[src/verilog/iwdt_pkg.sv]
// Constants and types shared by the indexed-port watchdog timer
package iwdt_pkg;
  // I/O locations of the configuration port pair
  localparam logic [15:0] INDEX_PORT = 16'h002E;
  localparam logic [15:0] DATA_PORT = 16'h002F;
  // Keys written to the index port
  localparam logic [7:0] KEY_UNLOCK = 8'h87;
  localparam logic [7:0] KEY_LOCK = 8'hAA;
  // Register indices
  localparam logic [7:0] REG_GROUP_SEL = 8'h07;
  localparam logic [7:0] REG_ACTIVATE = 8'h30;
  localparam logic [7:0] REG_UNIT_SEL = 8'hF5;
  localparam logic [7:0] REG_COUNT = 8'hF6;
  localparam logic [7:0] REG_CTRL_STAT = 8'hF7;
  localparam logic [7:0] WDT_GROUP = 8'h08;
  // Field positions
  localparam int ACT_EN_BIT = 0;
  localparam int UNIT_MIN_BIT = 3;
  localparam int UNIT_FAST_BIT = 4;
  localparam int CTL_MOUSE_BIT = 7;
  localparam int CTL_KBD_BIT = 6;
  localparam int CTL_FORCE_BIT = 5;
  localparam int CTL_STAT_BIT = 4;
  // Reset values
  localparam logic [7:0] GROUP_RST = 8'h00;
  localparam logic [7:0] ACT_RST = 8'h00;
  localparam logic [7:0] UNIT_RST = 8'h00;
  localparam logic [7:0] COUNT_RST = 8'h00;
  localparam logic [1:0] CTL_RST = 2'h0;
  localparam logic [7:0] IDX_RST = 8'h00;
  localparam logic [7:0] RDATA_RST = 8'h00;
  localparam logic [7:0] OPEN_BUS = 8'hFF;
  // Timing: one base tick is one millisecond
  localparam int unsigned CLK_PERIOD_NS = 4;
  localparam int unsigned BASE_TICK_NS = 1000000;
  localparam int unsigned CYC_PER_MS = BASE_TICK_NS / CLK_PERIOD_NS;
  localparam logic [15:0] MS_PER_SEC = 16'h03E8;
  localparam logic [15:0] MS_PER_MIN = 16'hEA60;
  localparam logic [15:0] FAST_MS_PER_SEC = 16'h0001;
  localparam logic [15:0] FAST_MS_PER_MIN = 16'h003C;
  // One I/O cycle from the host side
  typedef struct packed {
    logic wr;
    logic rd;
    logic [15:0] addr;
    logic [7:0] data;
  } iwdt_io_t;
endpackage : iwdt_pkg

[src/verilog/iwdt_top.sv]
// Watchdog timer behind an indexed address/data configuration port pair
module iwdt_top import iwdt_pkg::*; #(
  parameter int unsigned P_CYC_PER_MS = CYC_PER_MS
) (
  input wire logic i_clk_sys,
  input wire logic i_srst,
  input wire iwdt_io_t i_io,
  input wire logic i_kbd_act,
  output logic [7:0] o_io_rdata,
  output logic o_wdt_timeout,
  output logic o_cfg_mode
);

  logic cfg_ff;
  logic last_key_ff;
  logic [7:0] idx_ff;
  logic [7:0] group_ff;
  logic [7:0] act_ff;
  logic [7:0] unit_ff;
  logic [7:0] load_ff;
  logic [1:0] ctl_ff;
  logic stat_ff;
  logic [7:0] cnt_ff;
  logic [17:0] pre_ff;
  logic [15:0] sub_ff;
  logic [7:0] rdata_ff;
  logic kb_s1_ff;
  logic kb_s2_ff;
  logic kb_s3_ff;

  logic idx_wr;
  logic dat_wr;
  logic dat_rd;
  logic wdt_sel;
  logic wr_group;
  logic wr_act;
  logic wr_unit;
  logic wr_cnt;
  logic wr_ctl;
  logic force_to;
  logic kbd_edge;
  logic kbd_restart;
  logic restart;
  logic running;
  logic ms_tick;
  logic cnt_tick;
  logic expire;
  logic [15:0] unit_len;
  logic [7:0] nxt_rdata;

  // Port decode; data accesses count only while unlocked
  assign idx_wr = i_io.wr && (i_io.addr == INDEX_PORT);
  assign dat_wr = i_io.wr && (i_io.addr == DATA_PORT) && cfg_ff;
  assign dat_rd = i_io.rd && (i_io.addr == DATA_PORT) && cfg_ff;
  assign wdt_sel = (group_ff == WDT_GROUP);
  assign wr_group = dat_wr && (idx_ff == REG_GROUP_SEL);
  assign wr_act = dat_wr && wdt_sel && (idx_ff == REG_ACTIVATE);
  assign wr_unit = dat_wr && wdt_sel && (idx_ff == REG_UNIT_SEL);
  assign wr_cnt = dat_wr && wdt_sel && (idx_ff == REG_COUNT);
  assign wr_ctl = dat_wr && wdt_sel && (idx_ff == REG_CTRL_STAT);
  assign force_to = wr_ctl && i_io.data[CTL_FORCE_BIT];

  // Unlock and lock key detection
  always_ff @(posedge i_clk_sys) begin
    if (i_srst) begin
      last_key_ff <= 1'b0;
    end else if (idx_wr) begin
      last_key_ff <= !cfg_ff && (i_io.data == KEY_UNLOCK) && !last_key_ff;
    end
  end

  always_ff @(posedge i_clk_sys) begin
    if (i_srst) begin
      cfg_ff <= 1'b0;
    end else if (idx_wr && !cfg_ff && last_key_ff && (i_io.data == KEY_UNLOCK)) begin
      cfg_ff <= 1'b1;
    end else if (idx_wr && cfg_ff && (i_io.data == KEY_LOCK)) begin
      cfg_ff <= 1'b0;
    end
  end

  // The index is only taken while unlocked, so key writes never disturb it
  always_ff @(posedge i_clk_sys) begin
    if (i_srst) begin
      idx_ff <= IDX_RST;
    end else if (idx_wr && cfg_ff && (i_io.data != KEY_LOCK)) begin
      idx_ff <= i_io.data;
    end
  end

  // Configuration registers
  always_ff @(posedge i_clk_sys) begin
    if (i_srst) begin
      group_ff <= GROUP_RST;
    end else if (wr_group) begin
      group_ff <= i_io.data;
    end
  end

  always_ff @(posedge i_clk_sys) begin
    if (i_srst) begin
      act_ff <= ACT_RST;
    end else if (wr_act) begin
      act_ff <= i_io.data;
    end
  end

  always_ff @(posedge i_clk_sys) begin
    if (i_srst) begin
      unit_ff <= UNIT_RST;
    end else if (wr_unit) begin
      unit_ff <= i_io.data;
    end
  end

  always_ff @(posedge i_clk_sys) begin
    if (i_srst) begin
      load_ff <= COUNT_RST;
    end else if (wr_cnt) begin
      load_ff <= i_io.data;
    end
  end

  always_ff @(posedge i_clk_sys) begin
    if (i_srst) begin
      ctl_ff <= CTL_RST;
    end else if (wr_ctl) begin
      ctl_ff <= {i_io.data[CTL_MOUSE_BIT], i_io.data[CTL_KBD_BIT]};
    end
  end

  // Keyboard strobe comes from a pin: two stages, then edge detect
  always_ff @(posedge i_clk_sys) begin
    if (i_srst) begin
      kb_s1_ff <= 1'b0;
      kb_s2_ff <= 1'b0;
      kb_s3_ff <= 1'b0;
    end else begin
      kb_s1_ff <= i_kbd_act;
      kb_s2_ff <= kb_s1_ff;
      kb_s3_ff <= kb_s2_ff;
    end
  end

  assign kbd_edge = kb_s2_ff && !kb_s3_ff;
  assign kbd_restart = kbd_edge && ctl_ff[0] && act_ff[ACT_EN_BIT];
  assign restart = wr_cnt || kbd_restart;

  // Milliseconds per count, from the unit and speed bits
  always_comb begin
    if (unit_ff[UNIT_FAST_BIT]) begin
      unit_len = unit_ff[UNIT_MIN_BIT] ? FAST_MS_PER_MIN : FAST_MS_PER_SEC;
    end else begin
      unit_len = unit_ff[UNIT_MIN_BIT] ? MS_PER_MIN : MS_PER_SEC;
    end
  end

  assign running = act_ff[ACT_EN_BIT] && (cnt_ff != 8'h00);
  assign ms_tick = running && (pre_ff == 18'(P_CYC_PER_MS - 1));
  assign cnt_tick = ms_tick && (sub_ff == unit_len - 16'h0001);
  assign expire = cnt_tick && (cnt_ff == 8'h01) && !restart;

  // Prescalers restart with the countdown so a reload gives a full first count
  always_ff @(posedge i_clk_sys) begin
    if (i_srst || restart || !running || ms_tick) begin
      pre_ff <= 18'h00000;
    end else begin
      pre_ff <= pre_ff + 18'h00001;
    end
  end

  always_ff @(posedge i_clk_sys) begin
    if (i_srst || restart || !running || cnt_tick) begin
      sub_ff <= 16'h0000;
    end else if (ms_tick) begin
      sub_ff <= sub_ff + 16'h0001;
    end
  end

  always_ff @(posedge i_clk_sys) begin
    if (i_srst) begin
      cnt_ff <= COUNT_RST;
    end else if (wr_cnt) begin
      cnt_ff <= i_io.data;
    end else if (kbd_restart) begin
      cnt_ff <= load_ff;
    end else if (cnt_tick) begin
      cnt_ff <= cnt_ff - 8'h01;
    end
  end

  // Status stays set until software writes 0 to it; a new event wins over the clear
  always_ff @(posedge i_clk_sys) begin
    if (i_srst) begin
      stat_ff <= 1'b0;
    end else if (expire || force_to) begin
      stat_ff <= 1'b1;
    end else if (wr_ctl && !i_io.data[CTL_STAT_BIT]) begin
      stat_ff <= 1'b0;
    end
  end

  // Read path; the index port always reads back; locked or unmapped data-port reads see an open bus
  always_comb begin
    nxt_rdata = OPEN_BUS;
    if (i_io.addr == INDEX_PORT) begin
      nxt_rdata = idx_ff;
    end else if (!dat_rd) begin
      nxt_rdata = OPEN_BUS;
    end else if (idx_ff == REG_GROUP_SEL) begin
      nxt_rdata = group_ff;
    end else if (!wdt_sel) begin
      nxt_rdata = OPEN_BUS;
    end else if (idx_ff == REG_ACTIVATE) begin
      nxt_rdata = act_ff;
    end else if (idx_ff == REG_UNIT_SEL) begin
      nxt_rdata = unit_ff;
    end else if (idx_ff == REG_COUNT) begin
      nxt_rdata = load_ff;
    end else if (idx_ff == REG_CTRL_STAT) begin
      nxt_rdata = {ctl_ff, 1'b0, stat_ff, 4'h0};
    end
  end

  always_ff @(posedge i_clk_sys) begin
    if (i_srst) begin
      rdata_ff <= RDATA_RST;
    end else if (i_io.rd) begin
      rdata_ff <= nxt_rdata;
    end
  end

  assign o_io_rdata = rdata_ff;
  assign o_wdt_timeout = stat_ff;
  assign o_cfg_mode = cfg_ff;

  a_unlock_pair: assert property (@(posedge i_clk_sys) disable iff (i_srst)
    (idx_wr && i_io.data == KEY_UNLOCK && !cfg_ff) ##1 !idx_wr ##1
    (idx_wr && i_io.data == KEY_UNLOCK) |=> cfg_ff)
    else $error("unlock key pair did not open configuration");

  a_lock_key: assert property (@(posedge i_clk_sys) disable iff (i_srst)
    (cfg_ff && idx_wr && i_io.data == KEY_LOCK) |=> !cfg_ff)
    else $error("lock key did not close configuration");

  a_locked_ignore: assert property (@(posedge i_clk_sys) disable iff (i_srst)
    (!cfg_ff && !kbd_restart && !cnt_tick) |=>
    ($stable(load_ff) && $stable(act_ff) && $stable(cnt_ff) && $stable(group_ff)))
    else $error("locked port changed a register");

  a_index_take: assert property (@(posedge i_clk_sys) disable iff (i_srst)
    (cfg_ff && idx_wr && i_io.data != KEY_LOCK) |=> (idx_ff == $past(i_io.data)))
    else $error("index port write not captured");

  a_group_gate: assert property (@(posedge i_clk_sys) disable iff (i_srst)
    (i_io.wr && i_io.addr == DATA_PORT && group_ff != WDT_GROUP) |=> $stable(act_ff))
    else $error("watchdog register written without group select");

  a_count_reload: assert property (@(posedge i_clk_sys) disable iff (i_srst)
    wr_cnt |=> (cnt_ff == $past(i_io.data)) && (pre_ff == 18'h00000))
    else $error("count write did not restart countdown");

  a_zero_stops: assert property (@(posedge i_clk_sys) disable iff (i_srst)
    (cnt_ff == 8'h00 && !restart && !force_to) |=> (cnt_ff == 8'h00) && !$rose(stat_ff))
    else $error("timer ran with zero count");

  a_disabled_hold: assert property (@(posedge i_clk_sys) disable iff (i_srst)
    (!act_ff[ACT_EN_BIT] && !wr_cnt) |=> $stable(cnt_ff) && (pre_ff == 18'h00000))
    else $error("disabled watchdog counted");

  a_expiry_flag: assert property (@(posedge i_clk_sys) disable iff (i_srst)
    expire |=> stat_ff && o_wdt_timeout && (cnt_ff == 8'h00))
    else $error("expiry did not raise timeout");

  a_force_now: assert property (@(posedge i_clk_sys) disable iff (i_srst)
    force_to |=> o_wdt_timeout)
    else $error("forced timeout not produced");

  a_kbd_effect: assert property (@(posedge i_clk_sys) disable iff (i_srst)
    (kbd_edge && ctl_ff[0] && act_ff[ACT_EN_BIT] && !wr_cnt) |=> (cnt_ff == $past(load_ff)))
    else $error("keyboard did not restart timer");

  a_unit_len: assert property (@(posedge i_clk_sys) disable iff (i_srst)
    cnt_tick |-> (unit_ff[UNIT_FAST_BIT] ? (sub_ff < 16'h003C) : (sub_ff >= 16'h03E7)))
    else $error("count length does not match unit");

  a_status_read: assert property (@(posedge i_clk_sys) disable iff (i_srst)
    (dat_rd && wdt_sel && idx_ff == REG_CTRL_STAT) |=>
    (o_io_rdata[CTL_STAT_BIT] == $past(stat_ff)) && !o_io_rdata[CTL_FORCE_BIT])
    else $error("status bit misreported");

endmodule : iwdt_top

[config.mk]
export PLATFORM = sky130hd
export DESIGN_NAME = iwdt_top
export DESIGN_NICKNAME = d
export VERILOG_FILES = /design/src/verilog/iwdt_pkg.sv /design/src/verilog/iwdt_top.sv
export SDC_FILE = /design/constraint.sdc
export NUM_CORES = 1
export LEC_CHECK = 0
export BUFFER_PORTS_ARGS = -buffer_cell sky130_fd_sc_hd__clkbuf_2
export CAP_MARGIN = 15
export CORE_AREA = 2 2 93 95
export CTS_CLUSTER_SIZE = 16
export DETAILED_ROUTE_END_ITERATION = 16
export DIE_AREA = 0 0 95 97
export GPL_ROUTABILITY_DRIVEN = 0
export PLACE_DENSITY = 0.79
export SYNTH_ARGS = -nofsm -noshare
export SYNTH_HDL_FRONTEND = slang
export SYNTH_SLANG_ARGS = --single-unit
[constraint.sdc]
create_clock -name i_clk_sys -period 2.6 [get_ports i_clk_sys]
set_clock_uncertainty 0.1 [all_clocks]
set_input_delay 0.52 -clock i_clk_sys [delete_from_list [all_inputs] [get_ports i_clk_sys]]
set_output_delay 0.52 -clock i_clk_sys [all_outputs]
set_load 0.05 [all_outputs]
==> flow_metrics.py <==
metrics = {
    "grt": {
        "met3_usage_pct": 3.35,
        "grt_pass1_vias": 4218,
        "grt.busiest_layer": "met2",
        "grt.total_usage_pct": 26.0,
        "grt_util_met2_pct": 43.1,
        "grt_max_degree": 36,
        "met1_usage_pct": 32.9,
        "grt_pass1_wl_um": 19200,
        "gr-total-overflow": 0,
        "grt_antenna_before_repair": 0,
    },
    "synthesis": {
        "async_flop_share_pct": 0,
        "syn-instance-count": 592,
        "synth.avg_cell_area_um2": 8.19,
        "yosys_warnings": 0,
        "synth.yosys.seq_area_share_pct": 40.5,
        "synth_edf_count": 0,
        "synth_cell_types": 62,
        "synth_seq_cells": 98,
        "synth_area_um2": 4850,
        "synth_nets": 630,
        "synth_ff_type": "dfxtp_1",
    },
    "critical_path": {
        "required_ps": 2770,
        "reg2reg_from": "unit_ff[4]",
        "cp_max_fo": 14,
        "reg2reg_to": "cnt_ff[1]",
        "rr_worst_depth": 8,
        "cp.arrival_ps": 2620,
        "critPathLaunchType": "flop",
        "r2r_slack_ps": 150,
        "endpoint_kind": "flop",
        "worstSetupPathType": "flop to flop",
    },
    "die": {
        "fp.dieW_um": 95,
        "num_rows": 33,
        "die_h_um": 97,
        "start_util_pct": 59.6,
        "die_area_um2": 9220,
        "core-area_um2": 8130,
        "num_io_pins": 39,
    },
    "worst_hold_path": {
        "whs_endpoint": "kb_s1_ff",
        "holdCritPathClass": "input pin to flop",
        "min_from": "i_kbd_act",
        "whs_path_depth": 2,
    },
    "layout": {
        "fin_util_pct": 66.5,
        "drive_above_1_share_pct": 16.0,
        "area_growth_pct": 11.5,
        "insertedDiodeCount": 0,
        "fin_nets": 675,
        "fill_cells": 694,
    },
    "detailed_routing": {
        "post_drt_via_cell_ratio": 5.88,
        "drtPass1Iterations": 5,
        "totalWireLength_um": 11600,
        "wire_per_inst_um": 15.6,
        "antenna_left": 0,
        "drc_errors": 0,
        "via_count": 4372,
        "drtIter0Drc": 324,
    },
    "cts": {
        "cts_max_level": 3,
        "clock-sinks": 98,
        "numCtsBuffers": 9,
        "ctsHoldBuffers": 0,
        "clk-insertion-delay-late_ps": 360,
        "cts-root-buf": "clkbuf_8",
        "cts_tree": "yes",
        "clkTransAtPathRegs_ps": 90,
        "clockBufferDepth": 2,
    },
    "sta": {
        "finalCritPeriodShare_pct": 94.3,
        "worstMarginPinSlew_ps": 628,
        "min_period_ps": 2450,
        "slew_headroom_pct": 57.9,
        "fin_setup_tns_ps": 0,
        "fmax_ghz": 0.408,
        "rsz0062_at_grt": "no",
        "slew_violations": 0,
        "hold_violations": 0,
        "layout_setup_ws_ps": 149,
        "finalSetupViolCount": 0,
    },
    "placement": {
        "dpl.hpwl_um": 8570,
        "dp_slack_ps": 18.8,
        "io_buffer_count": 38,
    },
    "power": {
        "ir_drop_v": 0.000299,
        "p_leak_nw": 1.91,
        "power.total_mw": 2.69,
        "power_density_nw_per_um2": 497,
    },
    "flow_run": {
        "max-cap-violations": 0,
    },
    "status": {
        "status": "completed",
    },
}
-- where the power goes --
part           switching, mW  leakage (nW)  total [mW]  internal [mW]
Clock                  0.506        0.0943        1.03          0.527
Combinational         0.0969          1.03       0.136         0.0391
Sequential           0.00550         0.792        1.52           1.51
-- per-layer routing --
layer | up-vias | part of all wire, %
met3 | 39 | 5.1
li1 | 2158 | -
met1 | 2013 | 43
met2 | 162 | 48
met5 | - | 0
met4 | 0 | 3.8
-- cell families (layout without fill, tap and decap cells) --
logic type | after synthesis | after routing | synth area share, %
simple gates | 293 | 293 | 30.4
mux | 15 | 15 | 3.10
buf+inv | 36 | 83 | 3.82
compound gates | 109 | 109 | 14.1
flops | 98 | 98 | 40.5
xor+xnor | 32 | 32 | 5.78
fa+ha+maj | 9 | 9 | 2.32
-- cell type report --
class / count / area, um2 / share of cell area (%)
tap: 105 / 131 / 2.43
timing repair buffer: 60 / 380 / 7.03
sequential: 98 / 1960 / 36.3
multi-input combinational: 458 / 2700 / 50.0
inverter: 10 / 37.5 / 0.694
clock inverter: 3 / 67.6 / 1.25
clock buffer: 10 / 128 / 2.36
-- timing repair --
action                                  CTS  global route
endpoints found under the setup margin    0             7
buffers inserted                          0             3
gates resized for setup                   0             0
-- per-stage QoR --
step,hold WS (ps),instances,instance area (um2)
finish,281,744,5410
global route,289,744,5410
CTS,280,741,5370
detailed placement,340,728,5180
global placement,327,728,5180
floorplan,314,592,4850
-- worst max-delay path: stages, from the launching register on --
cell	delay (ps)
dfxtp_1	470
ha_1	200
or3b_2	440
a22oi_1	230
nand4_2	220
o211ai_4	240
buf_12	170
nor2_1	50
a311oi_1	240
-- cell usage in the layout (no fill, tap or decap), drive strengths merged, types with 2 or more instances in the layout --
cell    instances
nand2         105
xor2           20
or4             5
nand3b          2
dfxtp          98
bufinv          2
xnor2          12
clkbuf         48
nand4          18
o31ai           2
o21ai          25
inv             9
nor2           85
ha              9
and3            7
and4b           3
buf            22
nor3            6
nor2b           5
and4            4
nand3          25
o31a            7
or3             6
o22ai           8
and2            2
a311oi          4
or3b            3
or2             4
a22oi           2
o211ai          9
a21oi          42
mux2i          15
nor4b           2
nand4b          2
nor4            7
a31oi           7
-- how the worst max path moves through the flow --
stage | end | cells after the start | start | slack [ps]
after global routing | cnt_ff[3] | 9 | unit_ff[4] | 8
after CTS | cnt_ff[1] | 7 | unit_ff[4] | 30
after floorplan | sub_ff[4] | 8 | i_io[12] | 210
after detailed placement | cnt_ff[1] | 7 | i_io[12] | 20
final | cnt_ff[1] | 8 | unit_ff[4] | 150
after global placement | cnt_ff[4] | 7 | i_io[17] | 80
-- state kept, by name (all words and copies together) (netlist names) --
signal         count
idx_ff             8
kb_s3_ff           1
act_ff             8
last_key_ff        1
load_ff            8
group_ff           8
o_cfg_mode         1
pre_ff            18
kb_s2_ff           1
o_wdt_timeout      1
unit_ff            8
cnt_ff             8
o_io_rdata         8
kb_s1_ff           1
sub_ff            16
ctl_ff             2
-- synthesized netlist by cell type (2+ instances only) --
master	n	area (um2)
nand4b_1	2	17.5
buf_2	2	10.0
xor2_1	20	175
nand2_1	104	390
or2_2	4	25.0
or3_1	6	37.5
xnor2_1	12	105
ha_1	9	113
or4_1	4	30.0
nor4_1	5	31.3
buf_6	2	22.5
nand3_1	25	125
nor2_2	11	68.8
o31ai_1	2	15.0
a31oi_1	5	31.3
a31oi_2	2	25.0
o21ai_0	22	110
and2_1	2	12.5
or3b_2	2	17.5
o211ai_1	8	60.1
nor2b_1	5	31.3
mux2i_1	15	150
a21oi_1	42	210
dfxtp_1	98	1960
clkbuf_1	16	60.1
o21ai_1	2	10.0
a22oi_1	2	15.0
nand3b_1	2	15.0
o22ai_1	8	50.1
o31a_1	7	61.3
and3_1	7	43.8
nand4_1	16	100
inv_1	9	33.8
nor3_1	5	25.0
nor2_1	74	278
a311oi_1	4	35.0
and4_1	3	26.3
and4b_1	3	30.0
buf_1	2	7.51
No activity file was read; power rests on OpenSTA's default activity.
